## config.mk

```make
export PLATFORM = sky130hd
export DESIGN_NAME = serial_channel_status_readback
export DESIGN_NICKNAME = d
export VERILOG_FILES = /design/src/readback_pkg.sv /design/src/event_if.sv /design/src/event_flags.sv /design/src/serial_channel_status_readback.sv
export SDC_FILE = /design/constraint.sdc
export NUM_CORES = 1
export LEC_CHECK = 0
export ABC_AREA = 1
export BUFFER_PORTS_ARGS = -buffer_cell sky130_fd_sc_hd__clkbuf_2
export CAP_MARGIN = 10
export CORE_UTILIZATION = 47
export CTS_CLUSTER_DIAMETER = 60
export CTS_CLUSTER_SIZE = 14
export DETAILED_ROUTE_END_ITERATION = 8
export GPL_ROUTABILITY_DRIVEN = 1
export PLACE_DENSITY = 0.8
export SKIP_CTS_REPAIR_TIMING = 1
export SYNTH_ARGS = -nofsm -noshare
export SYNTH_HDL_FRONTEND = slang
export SYNTH_SLANG_ARGS = --single-unit
```

## constraint.sdc

```tcl
create_clock -name clk_i -period 1.4 [get_ports clk_i]
set_clock_uncertainty 0.1 [all_clocks]
set_input_delay 0.21 -clock clk_i [delete_from_list [all_inputs] [get_ports clk_i]]
set_output_delay 0.21 -clock clk_i [all_outputs]
set_load 0.1 [all_outputs]
```

## src/readback_pkg.sv

```systemverilog
// Package: register indices, field positions and reset values
// Assumes one 125 MHz clock domain shared by every user
package readback_pkg;
    localparam int ADDR_W = 4;
    localparam int DATA_W = 8;
    localparam int COUNT_W = 14;
    localparam int EVENT_W = 3;

    // Read indices
    localparam logic [3:0] IDX_SPECIAL_RX_STATUS = 4'h1;
    localparam logic [3:0] IDX_TX_CONFIG_READBACK = 4'h5;
    localparam logic [3:0] IDX_FRAME_BYTE_COUNT_LOW = 4'h6;
    localparam logic [3:0] IDX_FRAME_BYTE_COUNT_HIGH = 4'h7;
    localparam logic [3:0] IDX_EVENT_STATUS = 4'hc;
    localparam logic [3:0] IDX_EVENT_ENABLE = 4'he;
    // Write indices
    localparam logic [3:0] IDX_EXTENDED_CONTROL_PRIME = 4'h7;
    localparam logic [3:0] IDX_EVENT_CLEAR = 4'hd;
    localparam logic [3:0] IDX_EXTENDED_FEATURE_CONTROL = 4'hf;

    // Field positions
    localparam int PRIME_ALIAS_BIT = 6;
    localparam int FEATURE_COUNT_BIT = 2;
    localparam int HIGH_OVERFLOW_BIT = 7;
    localparam int HIGH_SOURCE_BIT = 6;

    // Character length codes
    localparam logic [1:0] CHAR_LEN_5 = 2'h0;
    localparam logic [1:0] CHAR_LEN_7 = 2'h1;
    localparam logic [1:0] CHAR_LEN_6 = 2'h2;
    localparam logic [1:0] CHAR_LEN_8 = 2'h3;

    // Event bits
    localparam int EV_OVERFLOW = 0;
    localparam int EV_FRAME_DONE = 1;
    localparam int EV_DATA_AVAIL = 2;

    localparam logic [7:0] CONTROL_RESET = 8'h00;
    localparam logic [EVENT_W-1:0] EVENT_RESET = 3'h0;
endpackage

```

## src/event_if.sv

```systemverilog
// Interface: event set, clear and enable lines between bank and flags
// Assumes both ends run on the same clock
interface event_if;
    import readback_pkg::*;
    logic [EVENT_W-1:0] set;
    logic [EVENT_W-1:0] clear;
    logic [EVENT_W-1:0] enable;
    logic [EVENT_W-1:0] status;
    logic irq;
    modport bank (output set, output clear, output enable,
                  input status, input irq);
    modport flags (input set, input clear, input enable,
                   output status, output irq);
endinterface

```

## src/event_flags.sv

```systemverilog
// Sticky event flags with mask and one level interrupt
// Assumes set and clear are one-cycle pulses on the same clock
module event_flags (
    input wire logic clk_i,
    input wire logic arst_n_i,
    event_if.flags ev
);
    import readback_pkg::*;

    typedef struct packed {
        logic [EVENT_W-1:0] status;
    } flags_state_t;

    flags_state_t state_reg;
    flags_state_t state_next;

    always_comb begin
        state_next = state_reg;
        // Set wins so an event in the clear cycle is kept
        state_next.status = (state_reg.status & ~ev.clear) | ev.set;
    end

    always_ff @(posedge clk_i or negedge arst_n_i) begin
        if (!arst_n_i) begin
            state_reg.status <= EVENT_RESET;
        end else begin
            state_reg <= state_next;
        end
    end

    assign ev.status = state_reg.status;
    assign ev.irq = |(state_reg.status & ev.enable);
endmodule

```

## src/serial_channel_status_readback.sv

```systemverilog
// Readback bank of one serial channel: transmit config, frame count
// Assumes channel inputs come from logic on clk_i, so none are synced
// Assumes host strobes last one cycle and never overlap
// Behaviour
// - Transmit config readback carries character length in bits 6:5 as 00 five or less, 01 seven, 10 six, 11 eight.
// - Frame byte count low returns count bits 7:0 only when extended feature bit 2 is 1, else the interrupt vector.
// - Frame byte count high returns count bits 13:8 in bits 5:0 only when extended feature bit 2 is 1, else pending flags.
// - Bit 7 of the high count register reads 0 after status FIFO overflow and 1 in normal operation.
// - All three readback registers are read only and hold no defined value until configured or a frame is counted.
//
// The plain strobed port and the placing of the registers were decided locally.
module serial_channel_status_readback (
    input wire logic clk_i,
    input wire logic arst_n_i,
    // Register port
    input wire logic [readback_pkg::ADDR_W-1:0] addr_i,
    input wire logic [readback_pkg::DATA_W-1:0] wdata_i,
    input wire logic wr_i,
    input wire logic rd_i,
    output logic [readback_pkg::DATA_W-1:0] rdata_o,
    // Transmit configuration from the channel
    input wire logic dtr_i,
    input wire logic [1:0] tx_char_len_i,
    input wire logic send_break_i,
    input wire logic tx_enable_i,
    input wire logic crc16_select_i,
    input wire logic rts_i,
    input wire logic tx_crc_enable_i,
    // Frame status from the channel
    input wire logic [readback_pkg::COUNT_W-1:0] frame_byte_count_i,
    input wire logic frame_done_i,
    input wire logic status_fifo_overflow_i,
    input wire logic status_fifo_data_available_i,
    // Other read registers that share indices
    input wire logic [readback_pkg::DATA_W-1:0] special_rx_status_i,
    input wire logic [readback_pkg::DATA_W-1:0] interrupt_vector_readback_i,
    input wire logic [readback_pkg::DATA_W-1:0] pending_interrupt_flags_i,
    // Control state seen by the rest of the channel
    output logic [readback_pkg::DATA_W-1:0] extended_control_prime_o,
    output logic [readback_pkg::DATA_W-1:0] extended_feature_control_o,
    output logic irq_o
);
    import readback_pkg::*;

    typedef struct packed {
        logic [DATA_W-1:0] prime;
        logic [DATA_W-1:0] feature;
        logic [EVENT_W-1:0] enable;
        logic [DATA_W-1:0] rdata;
        logic overflow_seen;
        logic avail_seen;
    } bank_state_t;

    bank_state_t state_reg;
    bank_state_t state_next;
    event_if ev ();
    logic [DATA_W-1:0] tx_config;
    logic [DATA_W-1:0] count_low;
    logic [DATA_W-1:0] count_high;
    logic [EVENT_W-1:0] clear_pulse;

    // Read path
    logic alias_rx_status;
    logic count_visible;
    logic [DATA_W-1:0] tx_view;
    logic [DATA_W-1:0] low_view;
    logic [DATA_W-1:0] high_view;
    logic [DATA_W-1:0] read_value;

    // Write decode
    logic wr_prime;
    logic wr_feature;
    logic wr_enable;
    logic wr_clear;

    // Event edges
    logic overflow_rise;
    logic avail_rise;

    // Pure mirrors: no storage, so contents follow the channel
    assign tx_config = {
        dtr_i,
        tx_char_len_i,
        send_break_i,
        tx_enable_i,
        crc16_select_i,
        rts_i,
        tx_crc_enable_i
    };
    assign count_low = frame_byte_count_i[DATA_W-1:0];
    assign count_high = {
        ~status_fifo_overflow_i,
        ~status_fifo_data_available_i,
        frame_byte_count_i[COUNT_W-1:DATA_W]
    };

    // Selects come from registered control, so a write lands first
    assign alias_rx_status = state_reg.prime[PRIME_ALIAS_BIT];
    assign count_visible = state_reg.feature[FEATURE_COUNT_BIT];

    // Index 7 is shared: a write there is prime, a read is count high
    assign wr_prime = wr_i && (addr_i == IDX_EXTENDED_CONTROL_PRIME);
    assign wr_feature = wr_i && (addr_i == IDX_EXTENDED_FEATURE_CONTROL);
    assign wr_enable = wr_i && (addr_i == IDX_EVENT_ENABLE);
    assign wr_clear = wr_i && (addr_i == IDX_EVENT_CLEAR);

    // Index 5 view: alias follows the registered prime bit
    always_comb begin
        if (alias_rx_status) begin
            tx_view = special_rx_status_i;
        end else begin
            tx_view = tx_config;
        end
    end

    // Count hidden unless enabled, as the vector shares the index
    always_comb begin
        if (count_visible) begin
            low_view = count_low;
        end else begin
            low_view = interrupt_vector_readback_i;
        end
    end

    // Low and high are not latched together: each read samples live
    always_comb begin
        if (count_visible) begin
            high_view = count_high;
        end else begin
            high_view = pending_interrupt_flags_i;
        end
    end

    // Unmapped indices read as zero
    always_comb begin
        read_value = '0;
        case (addr_i)
            IDX_TX_CONFIG_READBACK: begin
                read_value = tx_view;
            end
            IDX_FRAME_BYTE_COUNT_LOW: begin
                read_value = low_view;
            end
            IDX_FRAME_BYTE_COUNT_HIGH: begin
                read_value = high_view;
            end
            IDX_EVENT_STATUS: begin
                read_value = {5'h00, ev.status};
            end
            IDX_EVENT_ENABLE: begin
                read_value = {5'h00, state_reg.enable};
            end
            default: begin
                read_value = '0;
            end
        endcase
    end

    always_comb begin
        state_next = state_reg;
        clear_pulse = '0;
        // Edge history follows the levels every cycle
        state_next.overflow_seen = status_fifo_overflow_i;
        state_next.avail_seen = status_fifo_data_available_i;
        // Host never strobes both at once, so no priority is needed
        if (wr_prime) begin
            state_next.prime = wdata_i;
        end
        if (wr_feature) begin
            state_next.feature = wdata_i;
        end
        if (wr_enable) begin
            state_next.enable = wdata_i[EVENT_W-1:0];
        end
        if (wr_clear) begin
            clear_pulse = wdata_i[EVENT_W-1:0];
        end
        // Read data valid only in the cycle after the strobe
        if (rd_i) begin
            state_next.rdata = read_value;
        end else begin
            state_next.rdata = '0;
        end
    end

    always_ff @(posedge clk_i or negedge arst_n_i) begin
        if (!arst_n_i) begin
            state_reg.prime <= CONTROL_RESET;
            state_reg.feature <= CONTROL_RESET;
            state_reg.enable <= EVENT_RESET;
            state_reg.rdata <= 8'h00;
            state_reg.overflow_seen <= 1'b0;
            state_reg.avail_seen <= 1'b0;
        end else begin
            state_reg <= state_next;
        end
    end

    // Edges, so a stuck level raises one event and not a storm
    assign overflow_rise = status_fifo_overflow_i & ~state_reg.overflow_seen;
    assign avail_rise = status_fifo_data_available_i & ~state_reg.avail_seen;

    // Frame done is already a one-cycle pulse, so it takes no edge
    always_comb begin
        ev.set = '0;
        ev.set[EV_OVERFLOW] = overflow_rise;
        ev.set[EV_FRAME_DONE] = frame_done_i;
        ev.set[EV_DATA_AVAIL] = avail_rise;
    end
    assign ev.clear = clear_pulse;
    assign ev.enable = state_reg.enable;

    // Sticky status, mask and interrupt level live in the flags module
    event_flags event_flags_inst (
        .clk_i(clk_i),
        .arst_n_i(arst_n_i),
        .ev(ev)
    );

    assign rdata_o = state_reg.rdata;
    assign extended_control_prime_o = state_reg.prime;
    assign extended_feature_control_o = state_reg.feature;
    assign irq_o = ev.irq;
endmodule

```

==> flow_metrics.env, run 1 <==
export IMPL_status="finished with violations"
export IMPL_violations="setup timing"
export IMPL_rsz0062_at_grt="yes"
export IMPL_arrival_ps=1100
export IMPL_ios=90
export IMPL_syn_avg_cell_area_sq_um=7.15
export IMPL_cts_tree="yes"
export IMPL_start_util_pct=51.0
export IMPL_antenna_found_initial=0
export IMPL_grt_pass1_vias=1631
export IMPL_p_per_area_nw_per_um2=1380
export IMPL_syn_nets=336
export IMPL_clk_pin_slew_worst_paths_ps=60
export IMPL_ant_nets=0
export IMPL_drt_wl_total_um=4640
export IMPL_syn_inst=271
export IMPL_regArea_sq_um=803
export IMPL_end_kind="primary output"
export IMPL_layout_commonest_cell="nand2_1"
export IMPL_grt_total_usage_pct=22.0
export IMPL_drt_iter0_drc=98
export IMPL_hold_path_class="primary input to flop"
export IMPL_dpl_cell_count=381
export IMPL_period_share_pct=100
export IMPL_clk_path_buf_depth=2
export IMPL_finalInstanceArea_sq_um=2780
export IMPL_synth_warnings=0
export IMPL_ys_seq_area_share_pct=41.3
export IMPL_grt_pass1_wl_um=7160
export IMPL_fin_tns_setup_ps=-6.20
export IMPL_drt_met1_wl_um=1870
export IMPL_std_cell_rows=22
export IMPL_highest_layer="met4"
export IMPL_finalHoldViolations=0
export IMPL_setup_ws_ps=-6.20
export IMPL_gp_congestion=0.870
export IMPL_worst_slew_pin_slew_ps=391
export IMPL_power_leakage_nw=1.53
export IMPL_diodes=0
export IMPL_grt_max_degree=33
export IMPL_synth_top_area_share_pct=41.3
export IMPL_cts_sinks=32
export IMPL_fin_cells=394
export IMPL_irDropWorstVdd_v=0.000984
export IMPL_first_pass_iters=4
export IMPL_n_fill_cell=289
export IMPL_hpwl_um=3630
export IMPL_clkPwrFrac_pct=19.0
export IMPL_synthDistinctLibCells=17
export IMPL_critPathMaxFanout=12
export IMPL_critPathKind="flop to primary output"
export IMPL_drc=0
export IMPL_switching_share_pct=44.2
export IMPL_pwr_share_comb_pct=50.0
export IMPL_num_nets_final=410
export IMPL_die_area_sq_um=4380
export IMPL_viasPerCell=4.83
export IMPL_drive_gt1_share_pct=35.8
export IMPL_io_buffer_count=89
export IMPL_dpl_instance_area_sq_um=2630
export IMPL_wl_met2_um=2310
export IMPL_die_height_um=66.2
export IMPL_synth_largest_area_cell="dfrtp_1"
export IMPL_cap_violations=0
export IMPL_synthTopCellsByArea="dfrtp_1, nand2_1, buf_4"
export IMPL_max_freq_mhz=711
export IMPL_required_ps=1090
export IMPL_fin_crit_ps=1410
export IMPL_core_area_sq_um=3800
export IMPL_synth_area_sq_um=1940
export IMPL_finalPower_mw=3.82
export IMPL_mostFrequentLayoutCells="nand2_1, clkbuf_2, inv_1"
export IMPL_power_switching_mw=1.69
export IMPL_wl_met3_um=302
export IMPL_insertion_delay_ps=280
export IMPL_syn2layout_area_growth_pct=43.3
export IMPL_cts_buffers_inserted=5
export IMPL_cts_max_level=2
export IMPL_setup_violations=1
export IMPL_die_x_um=66.2
export IMPL_p_int_mw=2.13
export IMPL_max_slew_margin_rel_pct=74.0
export IMPL_r2r_slack_ps=50
export IMPL_ys_ff_latch=32
export IMPL_root_buffer="clkbuf_8"
export IMPL_sequentialPowerShare_pct=31.1
export IMPL_critPathLaunchType="flop"
export IMPL_wl_per_cell_um=11.8
export IMPL_multi_input_area_sq_um=796
export IMPL_drv_slew=0
export IMPL_gr_total_overflow=0
export IMPL_num_vias=1903
[cells by family after synthesis]
kind of cell / count (synthesis) / synth area share (%)
AND/OR/NAND/NOR: 137 / 29.3
buffers and inverters: 65 / 18.0
AO/OA/AOI/OAI: 37 / 11.4
flip-flops: 32 / 41.3
[cell usage after synthesis]
cell type and number:
nor2_1 8, nand2_1 106, nand3_1 14, nor2_4 1, inv_1 34, buf_6 1, nand2_4 1, o21a_1 2
nor2_2 3, buf_2 6, o21ai_1 6, dfrtp_1 32, nand3_2 1, nand2_2 3, o21ai_0 21, buf_4 24
o21ai_2 8
[layout make-up]
cell class | instances | area share, %
Inverter | 34 | 4.73
Tap cell | 48 | 2.16
Timing Repair Buffer | 97 | 32.0
Clock buffer | 7 | 3.11
Clock inverter | 1 | 0.270
Sequential cell | 32 | 28.9
Timing Repair inverter | 1 | 0.180
Multi-Input combinational cell | 174 | 28.6
[through the flow]
step,hold slack [ps],utilization [%],setup WS (ps)
2_1_floorplan,-186,-,155
3_3_place_gp,146,69.3,82.1
3_5_place_dp,148,69.3,45.6
4_1_cts,-154,71.8,-203
5_1_grt,32.6,73.1,-45.3
6_report,16.8,73.1,-6.20
[power by group through the flow]
stage / clock network (mW) / logic, mW / registers [mW]
2_1_floorplan: 0 / 1.37 / 1.12
3_5_place_dp: 0 / 1.87 / 1.21
3_3_place_gp: 0 / 1.84 / 1.21
5_1_grt: 0.790 / 2.00 / 1.20
4_1_cts: 0.735 / 1.87 / 1.20
6_report: 0.724 / 1.91 / 1.19
[routing by layer]
metal	track usage, %	up-vias
li1	-	952
met1	28.1	850
met2	35.1	83
met3	4.83	18
met4	10.6	0
met5	0	-
[final timing paths]
check | start | end | cells past startpoint
worst max-delay path | extended_feature_control_o[2]$_DFFE_PN0P_ | extended_feature_control_o[2] | 2
worst min-delay path | frame_done_i | event_flags_inst.ev.status[1]$_DFF_PN0_ | 3
worst max register to register | extended_feature_control_o[2]$_DFFE_PN0P_ | rdata_o[7]$_DFF_PN0_ | 7
worst min register to register | state_reg[1]$_DFF_PN0_ | event_flags_inst.ev.status[0]$_DFF_PN0_ | 1
max in group asynchronous | arst_n_i | extended_control_prime_o[6]$_DFFE_PN0P_ | 3
min in group asynchronous | arst_n_i | extended_feature_control_o[1]$_DFFE_PN0P_ | 3
[critical path, cell delays in order, from the launching register on]
cell and delay [ps]:
dfrtp_2 420, buf_4 210, buf_12 190
Power figures use the tool's default switching activity.
==> run 2, diff against run 1 <==
--- a/config.mk
+++ b/config.mk
@@ -8,7 +8,9 @@
 export ABC_AREA = 1
 export BUFFER_PORTS_ARGS = -buffer_cell sky130_fd_sc_hd__clkbuf_2
 export CAP_MARGIN = 10
+export CORE_MARGIN = 2
 export CORE_UTILIZATION = 47
+export CTS_BUF_LIST = sky130_fd_sc_hd__clkbuf_8 sky130_fd_sc_hd__clkbuf_16
 export CTS_CLUSTER_DIAMETER = 60
 export CTS_CLUSTER_SIZE = 14
 export DETAILED_ROUTE_END_ITERATION = 8
==> run 2 against run 1 <==
  * Sequential power is essentially flat
  * Register-to-register slack gained 20 ps
  * Final area grew 0.68%
  * Cell count grew 0.51%
  * Largest cell class unchanged
  * Clock-buffer cell count shrank 2
  * Combinational power is essentially flat
  * Critical path type unchanged
  * Sequential cell count is the same
  * Critical endpoint is now irq_o
  * Wire length shrank 2.1%
  * Highest routed layer unchanged
  * The run now ends clean
  * Core utilization shrank 2.7 points
  * Fmax grew 3.7%
  * Non-clock buffer count grew 2
==> flow_metrics.env, run 2 (synthesis gave the netlist of run 1 again) <==
export IMPL_drv_slew=0
export IMPL_die_x_um=68.2
export IMPL_insertion_delay_ps=280
export IMPL_gp_congestion=0.837
export IMPL_core_area_sq_um=3970
export IMPL_syn2layout_area_growth_pct=44.3
export IMPL_max_freq_mhz=737
export IMPL_die_height_um=68.2
export IMPL_fin_crit_ps=1360
export IMPL_diodes=0
export IMPL_grt_total_usage_pct=20.0
export IMPL_grt_pass1_vias=1635
export IMPL_status="finished, final reports clean"
export IMPL_wl_per_cell_um=11.5
export IMPL_hold_ws_ps=21.0
export IMPL_rr_worst_depth=8
export IMPL_viasPerCell=4.73
export IMPL_io_buffer_count=89
export IMPL_critPathMaxFanout=2
export IMPL_max_slew_margin_rel_pct=73.5
export IMPL_drt_iter0_drc=68
export IMPL_required_ps=1090
export IMPL_mostFrequentLayoutCells="nand2_1, clkbuf_2, inv_1"
export IMPL_final_util_pct=70.4
export IMPL_gr_total_overflow=0
export IMPL_n_fill_cell=300
export IMPL_grt_max_degree=33
export IMPL_grt_pass1_wl_um=6920
export IMPL_cts_buffers_inserted=5
export IMPL_finalHoldViolations=0
export IMPL_drt_wl_total_um=4550
export IMPL_cts_sinks=32
export IMPL_ios=90
export IMPL_num_vias=1872
export IMPL_clk_pin_slew_worst_paths_ps=60
export IMPL_drive_gt1_share_pct=35.5
export IMPL_startpoint="ev.enable[1]$_DFFE_PN0P_"
export IMPL_end_kind="primary output"
export IMPL_multi_input_area_sq_um=793
export IMPL_std_cell_rows=23
export IMPL_num_nets_final=411
export IMPL_first_pass_iters=4
export IMPL_period_share_pct=96.9
export IMPL_root_buffer="clkbuf_8"
export IMPL_arrival_ps=1050
export IMPL_clk_path_buf_depth=2
export IMPL_layout_commonest_cell="nand2_1"
export IMPL_cts_max_level=2
export IMPL_hpwl_um=3560
export IMPL_power_leakage_nw=1.55
export IMPL_start_util_pct=48.8
export IMPL_rr_startpoint="extended_feature_control_o[2]$_DFFE_PN0P_"
export IMPL_critPathLaunchType="flop"
export IMPL_irDropWorstVdd_v=0.000832
export IMPL_setup_violations=0
export IMPL_critPathKind="flop to primary output"
export IMPL_antenna_found_initial=0
export IMPL_cts_tree="yes"
export IMPL_hold_depth=3
export IMPL_regArea_sq_um=803
export IMPL_hold_path_class="primary input to flop"
export IMPL_drc=0
export IMPL_hold_start="frame_done_i"
export IMPL_p_per_area_nw_per_um2=1340
export IMPL_worst_slew_pin_slew_ps=397
export IMPL_die_area_sq_um=4650
export IMPL_ant_nets=0
export IMPL_cap_violations=0
==> run 2: changes by cell type in the layout (fill, tap and decap cells not counted), sizes merged <==
cell / before / now
buf: 30 / 32
clkbuf: 71 / 69
clkinvlp: 3 / 1
clkinv: 0 / 1
inv: 33 / 34
==> run 2: power breakdown <==
group / leakage (nW) / total [mW] / switching [mW] / internal, mW
clock: 0.0452 / 0.637 / 0.307 / 0.330
combinational: 1.10 / 1.93 / 1.23 / 0.703
sequential: 0.397 / 1.19 / 0.128 / 1.06
total: 1.55 / 3.75 / 1.66 / 2.09
==> run 2: through the flow <==
step                      std cells  cell area, sq um  TNS (ps)  total power, mW  setup slack [ps]
after floorplan                 271              1940         0             2.49               155
after detailed placement        383              2650         0             3.08              57.4
after global routing            396              2800     -1.76             3.93             -1.76
after global placement          383              2650         0             3.06              74.8
final                           396              2800         0             3.75              43.8
after CTS                       390              2730      -191             3.73              -191
==> run 2: path summary, 6_finish.rpt <==
path                                                                 to  slack [ps]
worst max-delay path                                              irq_o          40
max in group asynchronous       extended_control_prime_o[6]$_DFFE_PN0P_         500
worst max register to register                     rdata_o[2]$_DFF_PN0_          70
worst min register to register  event_flags_inst.ev.status[0]$_DFF_PN0_         320
worst min-delay path            event_flags_inst.ev.status[1]$_DFF_PN0_          20
min in group asynchronous       extended_control_prime_o[0]$_DFFE_PN0P_         380
==> run 2: critical path, cell delays in order (launching register included) <==
cell,delay (ps)
dfrtp_1,390
nand2_1,100
nand3_2,100
buf_12,180
==> run 2: metal layers <==
layer,vias up,routed length [um],track usage [%]
met1,839,1840,24.7
met2,72,2290,33.7
met3,9,311,4.61
li1,952,-,-
met4,0,103,7.50
met5,-,0,0
==> run 2: layout make-up <==
type,instances,area share (%)
multi-input cells,174,28.4
well taps,50,2.24
clock inverters,2,0.313
clock buffers,5,2.46
repair buffers,99,33.2
flip-flops and latches,32,28.7
inverters,34,4.70
